`config.mk`:
```
export PLATFORM = sky130hd
export DESIGN_NAME = pasw_top
export DESIGN_NICKNAME = d
export VERILOG_FILES = /design/src/core/pasw_pkg.sv /design/src/core/pasw_sync.sv /design/src/core/pasw_top.sv
export SDC_FILE = /design/constraint.sdc
export NUM_CORES = 1
export LEC_CHECK = 0
export BUFFER_PORTS_ARGS = -buffer_cell sky130_fd_sc_hd__buf_2
export CORE_AREA = 2 2 85 87
export DETAILED_ROUTE_END_ITERATION = 8
export DIE_AREA = 0 0 87 89
export PLACE_DENSITY = 0.83
export REMOVE_ABC_BUFFERS = 1
export SLEW_MARGIN = 10
export SYNTH_ARGS = -nofsm -noshare
export SYNTH_HDL_FRONTEND = slang
export SYNTH_SLANG_ARGS = --single-unit
```
`constraint.sdc`:
```
create_clock -name pclk -period 4.33 [get_ports pclk]
set_input_delay 0.866 -clock pclk [delete_from_list [all_inputs] [get_ports pclk]]
set_output_delay 0.866 -clock pclk [all_outputs]
set_load 0.01 [all_outputs]
```
`src/core/pasw_pkg.sv`:
```
// ****************************************
// Register map and constants
// ****************************************
package pasw_pkg;
    localparam int ADDR_W = 8;
    localparam int DATA_W = 32;
    localparam logic [ADDR_W-1:0] OFF_ANALOG_SELECT = 8'h00;
    localparam logic [ADDR_W-1:0] OFF_POWER_CONTROL = 8'h04;
    localparam logic [ADDR_W-1:0] OFF_PORT_PINS = 8'h08;
    localparam logic [ADDR_W-1:0] OFF_PORT_DIRECTION = 8'h0C;
    localparam logic [ADDR_W-1:0] OFF_INT_FLAG_TWO = 8'h10;
    localparam logic [ADDR_W-1:0] OFF_INT_ENABLE_TWO = 8'h14;
    localparam logic [ADDR_W-1:0] OFF_INT_CONTROL = 8'h18;
    // Field positions
    localparam int POWER_CONTROL_WAKE_EN_BIT = 5;
    localparam int POWER_CONTROL_SW_BOR_BIT = 4;
    localparam int FLAG_WAKE_BIT = 6;
    localparam int INT_CONTROL_GLOBAL_BIT = 7;
    localparam int INT_CONTROL_PERIPH_BIT = 6;
    localparam int OSC_PIN_HI = 7;
    localparam int OSC_PIN_LO = 6;
    localparam int PIN_WAKE = 0;
    localparam int PIN_REF_OUT = 2;
    localparam int PIN_INPUT_ONLY = 3;
    localparam int PIN_TMR_CLK = 4;
    localparam int PIN_SLAVE_SEL = 5;
    // Reset values
    localparam logic [7:0] RST_ANALOG_SELECT = 8'hFF;
    localparam logic [7:0] RST_DIRECTION = 8'hFF;
    localparam logic [7:0] RST_LATCH = 8'h00;
    localparam logic [7:0] RST_ZERO = 8'h00;
    // Channels present on the small package
    localparam logic [7:0] SMALL_PKG_MASK = 8'h1F;
    localparam logic [7:0] FULL_PKG_MASK = 8'hFF;
    localparam logic [7:0] OSC_PINS_MASK = 8'hC0;
    localparam logic [12:0] INT_VECTOR = 13'h0004;
    localparam int SYNC_STAGES = 2;
endpackage : pasw_pkg

```
`src/core/pasw_sync.sv`:
```
`timescale 1ns/100ps
`default_nettype none
// ****************************************
// Two flip-flop synchroniser
// ****************************************
module pasw_sync
#(
    parameter int W = 8
)
(
    input wire logic pclk,
    input wire logic presetn,
    input wire logic [W-1:0] async_in,
    output logic [W-1:0] sync_out
);
    logic [W-1:0] meta_q;
    logic [W-1:0] sync_q;

    always_ff @(posedge pclk or negedge presetn)
    begin
        if (!presetn)
        begin
            meta_q <= '0;
            sync_q <= '0;
        end
        else
        begin
            meta_q <= async_in;
            sync_q <= meta_q;
        end
    end

    assign sync_out = sync_q;
endmodule : pasw_sync
`default_nettype wire

```
`src/core/pasw_top.sv`:
```
`timescale 1ns/100ps
`default_nettype none
// Operation
// - Analog pins read zero through port
// - Analog select leaves output drive alone
// - One analog bit per channel, 1=analog
// - Analog mode kills digital input features except the pin zero wake
// - Small package ignores channels seven to five
// - Wake enable switches pin zero sink
// - Pin zero low raises wake interrupt
// - Global enable vectors to 0004h
// - Pin zero: port, converter, comparators, wake
// - Pin two: port, converter, reference functions
// - Pin three is input only
// - Pin four: port, timer clock, comparator
// - Pin five: port, converter, select, comparator
// - Pins six, seven: port or oscillator
// - Direction one disables driver, zero drives
// - Crystal oscillator mode reads direction seven, six high
module pasw_top
    import pasw_pkg::*;
#(
    parameter bit SMALL_PACKAGE = 1'b0
)
(
    input wire logic pclk,
    input wire logic presetn,
    input wire logic psel,
    input wire logic penable,
    input wire logic pwrite,
    input wire logic [ADDR_W-1:0] paddr,
    input wire logic [DATA_W-1:0] pwdata,
    output logic [DATA_W-1:0] prdata,
    output logic pready,
    output logic pslverr,
    input wire logic [7:0] pin_in,
    output logic [7:0] pin_out,
    output logic [7:0] pin_oe,
    output logic [7:0] analog_switch_en,
    output logic [7:0] digital_input_en,
    output logic slow_discharge_sink_en,
    input wire logic crystal_osc_mode,
    input wire logic clock_out_en,
    input wire logic clock_out_level,
    input wire logic comparator_one_out,
    input wire logic comparator_one_out_en,
    input wire logic comparator_two_out,
    input wire logic comparator_two_out_en,
    input wire logic comparator_ref_voltage_en,
    output logic timer_zero_clock_in,
    output logic slave_select_n,
    output logic irq,
    output logic wake_request,
    output logic vector_request,
    output logic [12:0] vector_address
);
    // ****************************************
    // Bus decode
    // ****************************************
    logic setup_phase;
    logic access_wr;
    logic hit_analog_select;
    logic hit_power_control;
    logic hit_pins;
    logic hit_dir;
    logic hit_flag;
    logic hit_mask;
    logic hit_int_control;
    logic addr_mapped;

    assign setup_phase = psel & ~penable;
    assign access_wr = psel & penable & pwrite;
    assign hit_analog_select = (paddr == OFF_ANALOG_SELECT);
    assign hit_power_control = (paddr == OFF_POWER_CONTROL);
    assign hit_pins = (paddr == OFF_PORT_PINS);
    assign hit_dir = (paddr == OFF_PORT_DIRECTION);
    assign hit_flag = (paddr == OFF_INT_FLAG_TWO);
    assign hit_mask = (paddr == OFF_INT_ENABLE_TWO);
    assign hit_int_control = (paddr == OFF_INT_CONTROL);
    assign addr_mapped = hit_analog_select | hit_power_control | hit_pins | hit_dir
                       | hit_flag | hit_mask | hit_int_control;

    // Zero wait states: answer in the access phase
    assign pready = psel & penable;
    assign pslverr = psel & penable & ~addr_mapped;

    // ****************************************
    // Registers
    // ****************************************
    logic [7:0] analog_select_q;
    logic [7:0] latch_q;
    logic [7:0] dir_q;
    logic wake_en_q;
    logic sw_bor_q;
    logic [7:0] flag_q;
    logic [7:0] flag_d;
    logic [7:0] mask_q;
    logic [1:0] int_control_q;
    logic [7:0] wdata8;
    logic [7:0] impl_mask;

    assign wdata8 = pwdata[7:0];
    assign impl_mask = SMALL_PACKAGE ? SMALL_PKG_MASK : FULL_PKG_MASK;

    always_ff @(posedge pclk or negedge presetn)
    begin
        if (!presetn)
        begin
            analog_select_q <= RST_ANALOG_SELECT;
            latch_q <= RST_LATCH;
            dir_q <= RST_DIRECTION;
            mask_q <= RST_ZERO;
            wake_en_q <= 1'b0;
            sw_bor_q <= 1'b0;
            int_control_q <= 2'h0;
        end
        else if (access_wr)
        begin
            if (hit_analog_select)
                analog_select_q <= wdata8 & impl_mask;
            if (hit_pins)
                latch_q <= wdata8;
            if (hit_dir)
                dir_q <= wdata8;
            if (hit_mask)
                mask_q <= wdata8;
            if (hit_power_control)
            begin
                wake_en_q <= wdata8[POWER_CONTROL_WAKE_EN_BIT];
                sw_bor_q <= wdata8[POWER_CONTROL_SW_BOR_BIT];
            end
            if (hit_int_control)
                int_control_q <= {wdata8[INT_CONTROL_GLOBAL_BIT], wdata8[INT_CONTROL_PERIPH_BIT]};
        end
    end

    // ****************************************
    // Pin input path
    // ****************************************
    logic [7:0] pins_sync;
    logic [7:0] analog_eff;
    logic [7:0] pins_read;

    pasw_sync #(.W(8)) u_pin_sync
    (
        .pclk(pclk),
        .presetn(presetn),
        .async_in(pin_in),
        .sync_out(pins_sync)
    );

    assign analog_eff = analog_select_q & impl_mask;
    assign analog_switch_en = analog_eff;
    assign digital_input_en = ~analog_eff;
    assign pins_read = pins_sync & digital_input_en;
    assign timer_zero_clock_in = pins_read[PIN_TMR_CLK];
    assign slave_select_n = ~digital_input_en[PIN_SLAVE_SEL]
                          | pins_read[PIN_SLAVE_SEL];

    // ****************************************
    // Pin output path
    // ****************************************
    logic [7:0] drive_val;
    logic [7:0] drive_en;
    logic [7:0] osc_gate;
    logic [7:0] dir_read;

    assign osc_gate = crystal_osc_mode ? ~OSC_PINS_MASK : FULL_PKG_MASK;

    // Driver follows direction and peripheral overrides, never analog select
    always_comb
    begin
        drive_val = latch_q;
        drive_en = ~dir_q;
        if (comparator_one_out_en)
        begin
            drive_val[PIN_TMR_CLK] = comparator_one_out;
            drive_en[PIN_TMR_CLK] = 1'b1;
        end
        if (comparator_two_out_en)
        begin
            drive_val[PIN_SLAVE_SEL] = comparator_two_out;
            drive_en[PIN_SLAVE_SEL] = 1'b1;
        end
        if (comparator_ref_voltage_en)
            drive_en[PIN_REF_OUT] = 1'b0;
        drive_en[PIN_INPUT_ONLY] = 1'b0;
        if (clock_out_en && !crystal_osc_mode)
        begin
            drive_val[OSC_PIN_LO] = clock_out_level;
            drive_en[OSC_PIN_LO] = 1'b1;
            drive_en[OSC_PIN_HI] = 1'b0;
        end
        drive_en = drive_en & osc_gate;
    end

    assign pin_out = drive_val;
    assign pin_oe = drive_en;
    assign dir_read = crystal_osc_mode ? (dir_q | OSC_PINS_MASK) : dir_q;

    // ****************************************
    // Slow discharge wake
    // ****************************************
    logic below_now;
    logic below_q;
    logic wake_event;

    assign slow_discharge_sink_en = wake_en_q;
    assign below_now = wake_en_q & ~pins_sync[PIN_WAKE];
    assign wake_event = below_now & ~below_q;

    always_ff @(posedge pclk or negedge presetn)
    begin
        if (!presetn)
            below_q <= 1'b0;
        else
            below_q <= below_now;
    end

    // ****************************************
    // Interrupt status
    // ****************************************
    logic [7:0] clr_bits;
    logic [7:0] set_bits;

    assign clr_bits = (access_wr && hit_flag) ? wdata8 : RST_ZERO;
    assign set_bits = {1'b0, wake_event, 6'h00};
    // Set wins over a write-one clear in the same cycle
    assign flag_d = (flag_q & ~clr_bits) | set_bits;

    always_ff @(posedge pclk or negedge presetn)
    begin
        if (!presetn)
            flag_q <= RST_ZERO;
        else
            flag_q <= flag_d;
    end

    assign irq = |(flag_q & mask_q);
    assign wake_request = irq;
    assign vector_request = irq & int_control_q[1];
    assign vector_address = INT_VECTOR;

    // ****************************************
    // Read data
    // ****************************************
    logic [7:0] rd_mux;
    logic [7:0] power_control_read;

    assign power_control_read = {2'b00, wake_en_q, sw_bor_q, 4'h0};
    assign rd_mux = hit_analog_select ? analog_eff :
                    hit_power_control ? power_control_read :
                    hit_pins ? pins_read :
                    hit_dir ? dir_read :
                    hit_flag ? flag_q :
                    hit_mask ? mask_q :
                    hit_int_control ? {int_control_q, 6'h00} : RST_ZERO;

    always_ff @(posedge pclk or negedge presetn)
    begin
        if (!presetn)
            prdata <= '0;
        else if (setup_phase)
            prdata <= {24'h000000, rd_mux};
    end

    // ****************************************
    // Checks
    // ****************************************
    a_analog_reads_zero: assert property (@(posedge pclk) disable iff (!presetn)
        setup_phase && !pwrite && hit_pins
        |=> (prdata[7:0] & analog_eff) == 8'h00)
        else $error("analog pin read nonzero");

    a_drive_follows_dir: assert property (@(posedge pclk) disable iff (!presetn)
        (!crystal_osc_mode && !clock_out_en && !comparator_one_out_en)
        |-> (pin_oe[1:0] == ~dir_q[1:0]))
        else $error("driver does not follow direction");

    a_analog_keeps_out: assert property (@(posedge pclk) disable iff (!presetn)
        (!dir_q[1] && analog_eff[1]) |-> (pin_oe[1] && pin_out[1] == latch_q[1]))
        else $error("analog select changed output");

    a_input_only_pin: assert property (@(posedge pclk) disable iff (!presetn)
        !pin_oe[PIN_INPUT_ONLY])
        else $error("input-only pin driven");

    a_small_pkg_bits: assert property (@(posedge pclk) disable iff (!presetn)
        SMALL_PACKAGE |-> analog_eff[7:5] == 3'b000)
        else $error("missing channels took effect");

    a_osc_dir_read: assert property (@(posedge pclk) disable iff (!presetn)
        setup_phase && !pwrite && hit_dir && crystal_osc_mode
        |=> prdata[7:6] == 2'b11)
        else $error("direction bits 7:6 not one");

    a_wake_sets_flag: assert property (@(posedge pclk) disable iff (!presetn)
        wake_event |=> flag_q[FLAG_WAKE_BIT] ##1 flag_q[FLAG_WAKE_BIT]
        || $past(access_wr && hit_flag && pwdata[FLAG_WAKE_BIT]))
        else $error("wake flag lost");

    a_pin_low_wakes: assert property (@(posedge pclk) disable iff (!presetn)
        $rose(below_now) && mask_q[FLAG_WAKE_BIT] |=> wake_request)
        else $error("no wake on low pin");

    a_vector_gated: assert property (@(posedge pclk) disable iff (!presetn)
        vector_request |-> int_control_q[1] && vector_address == 13'h0004)
        else $error("vector without global enable");

    a_sink_follows_en: assert property (@(posedge pclk) disable iff (!presetn)
        access_wr && hit_power_control |=> slow_discharge_sink_en == $past(pwdata[POWER_CONTROL_WAKE_EN_BIT]))
        else $error("sink does not follow enable");
endmodule : pasw_top
`default_nettype wire

```
==> metrics <==
Die W a little under 90 um; Pins Over Slew Limit 0; 1st-pass router iterations 4; Reg area 1750 um^2; vias per cell 5.25; CTS Buf Count 9; most common cell in the netlist dfrtp_1; Synth area leaders dfrtp_1, dfstp_2, mux2_2; Critical Path RT roughly 3.5 ns; Max-cap violations 0; Post-synth EDFFs 0; Starting Density between 50% and 60%; Final Worst Setup Slack between 1 and 1.5 ns; CTS tree built; Worst R2R Path Depth 4; clock-pin slew on the worst setup and hold paths ~0.070 ns; Setup Buffers After CTS 0; largest net degree at the start of global routing 42; Reg-to-Reg End prdata[7]$_DFFE_PN0P_; Seq cells post-synth 69; IO Count around 150; Tot GR Track Use between 15 and 20%; Worst setup endpoint pslverr; chip height 89 um; DP HPWL approximately 5 mm; GR Overflow Total 0; CTS Sinks 69; multi-input logic area around 1300 um^2; Final Hold Vio Count 0; asr flop ratio synth 100%; port buffer count 83; Final Power around 1.2 mW; Synth Area per Inst 11.9 um^2; RSZ-0062 raised after global routing false; endpoint class of the critical path primary output; residual DRC count 0; Post-CTS Hold Fix Bufs 0; via count 2343; FF-to-FF setup slack between 2 and 3 ns; min-delay worst type register to register; Post-CTS Resized 0; crit-path max FO 5; standard-cell rows 30; post-DR wirelength/cell 16.2 um; final setup vio count 0; Synth Warn # 0; clk_lat worst skew roughly 0.34 ns; Setup TNS Final 0 ns; Layout Nets approximately 420; CP Class input port to primary output; status completed; routability cong. roughly 0.8; pre-CTS WS roughly 1.3 ns; share of the synthesized area in the top cell type about two fifths; area grow syn2layout 13.8%; Worst Tran Pin Value 0.878 ns; Cell Area, Synth around 3400 um^2; Synth Instances 282; synth unique cells 43; worst reg2reg startpoint analog_switch_en[7]$_DFFE_PN1P_; first-pass GRT wire length 11.4 mm; pwr dens around 330 nW/um^2; vias in the first global route roughly 2.3k; H-Tree Depth 3; DRT iter0 DRCs roughly 110; crit path DAT between 2 and 2.5 ns; ys flop type dfrtp_1; DIE AREA 7740 um^2; Clock Skew about 0.012 ns; final period utilization a little over two thirds; post-synth top area cell dfrtp_1; maximum VDD drop 0.184 mV; Routed WL just over 7 mm; startpoint types input port; register area share after synthesis between 50% and 60%; Critical Path Source paddr[0]; n_diodes 0; filler cell count ~600; Clock Tree Buf Depth 2; f_max between 0.3 and 0.4 GHz; crit path time final between 3 and 4 ns; proportion of layout cells with a drive suffix above 1 a little under half; max-slew headroom at the worst pin about two fifths; most frequent cells after synthesis dfrtp_1, buf_4, mux2_2; leakage power a little under 2 nW; clock root buffer clkbuf_8; CORE AREA between 6000 and 7000 um^2; ANT nets after route 0; initial antenna violation count 0
[cells by family after synthesis]
logic type / Yosys count / share of synthesized area (%)
other: 2 / 0.223
AOI/OAI and AO/OA: 44 / 9.10
buffers and inverters: 66 / 12.7
and+or+nand+nor: 53 / 9.40
DFF: 69 / 51.9
muxes: 48 / 16.7
[state kept, by name, summed over array words and instances, names as in the netlist, 2 cells and up]
signal	count
flag_q	8
mask_q	8
u_pin_sync.meta_q	8
analog_switch_en	8
dir_q	8
u_pin_sync.sync_out	8
int_control_q	2
latch_q	8
prdata	8
[cells in the final DEF, fill, tap and decap left out, types with 3 or more instances in the layout]
cell,n
nand3b_1,8
nand3_1,3
clkbuf_8,11
dfrtp_1,53
mux2i_1,6
conb_1,38
nor2b_1,4
a22oi_1,4
mux2_4,8
clkinv_2,3
a22o_1,3
a21boi_0,7
a222oi_1,4
nand2b_1,6
dfstp_2,16
nand2_1,9
inv_1,13
buf_2,83
o21ai_0,15
mux2_2,34
nor2_1,7
[through the flow]
step	area [um^2]	hold slack [ns]	std cells	util, %
6_report	3830	0.338	446	57.0
5_1_grt	3830	0.350	446	57.0
4_1_cts	3830	0.344	446	57.0
3_5_place_dp	3650	0.335	430	54.4
3_3_place_gp	3650	0.332	430	54.4
2_1_floorplan	3120	0.331	265	-
[worst min-delay path by stage]
stage,depth (start not counted),slack (ns),startpoint,endpoint
finish,0,0.34,u_pin_sync.meta_q[4]$_DFF_PN0_,u_pin_sync.sync_out[4]$_DFF_PN0_
global route,0,0.35,u_pin_sync.meta_q[4]$_DFF_PN0_,u_pin_sync.sync_out[4]$_DFF_PN0_
CTS,0,0.34,u_pin_sync.meta_q[4]$_DFF_PN0_,u_pin_sync.sync_out[4]$_DFF_PN0_
detailed placement,0,0.33,u_pin_sync.meta_q[6]$_DFF_PN0_,u_pin_sync.sync_out[6]$_DFF_PN0_
global placement,0,0.33,u_pin_sync.meta_q[1]$_DFF_PN0_,u_pin_sync.sync_out[1]$_DFF_PN0_
floorplan,0,0.33,u_pin_sync.meta_q[0]$_DFF_PN0_,u_pin_sync.sync_out[0]$_DFF_PN0_
[worst max-delay path, stage by stage]
cell	delay, ns
buf_2	0.09
or4_4	0.54
or2_1	0.29
a31oi_1	0.19
nor2_1	0.06
buf_2	0.13
[layer usage]
| layer | routed length (um) | track usage [%] | part of all wire, % |
|---|---|---|---|
| met1 | 2900 | 24.3 | 40 |
| met3 | 635 | 5.08 | 8.8 |
| met2 | 3540 | 31.7 | 49 |
| met5 | 0 | 0 | 0 |
| met4 | 145 | 9.52 | 2.0 |
[final cells by class]
cell class	count	share of cell area [%]
sequential	69	45.6
multi-input combinational	183	34.7
timing repair buffer	85	11.2
clock buffer	12	4.05
tap	80	2.61
inverter	13	1.27
clock inverter	4	0.588
[report_power, final]
group / switching (mW) / internal [mW] / total (mW)
clock network: 0.235 / 0.236 / 0.472
logic: 0.0700 / 0.0375 / 0.107
registers: 0.00803 / 0.661 / 0.669
total: 0.313 / 0.935 / 1.25
Power figures use the tool's default switching activity.
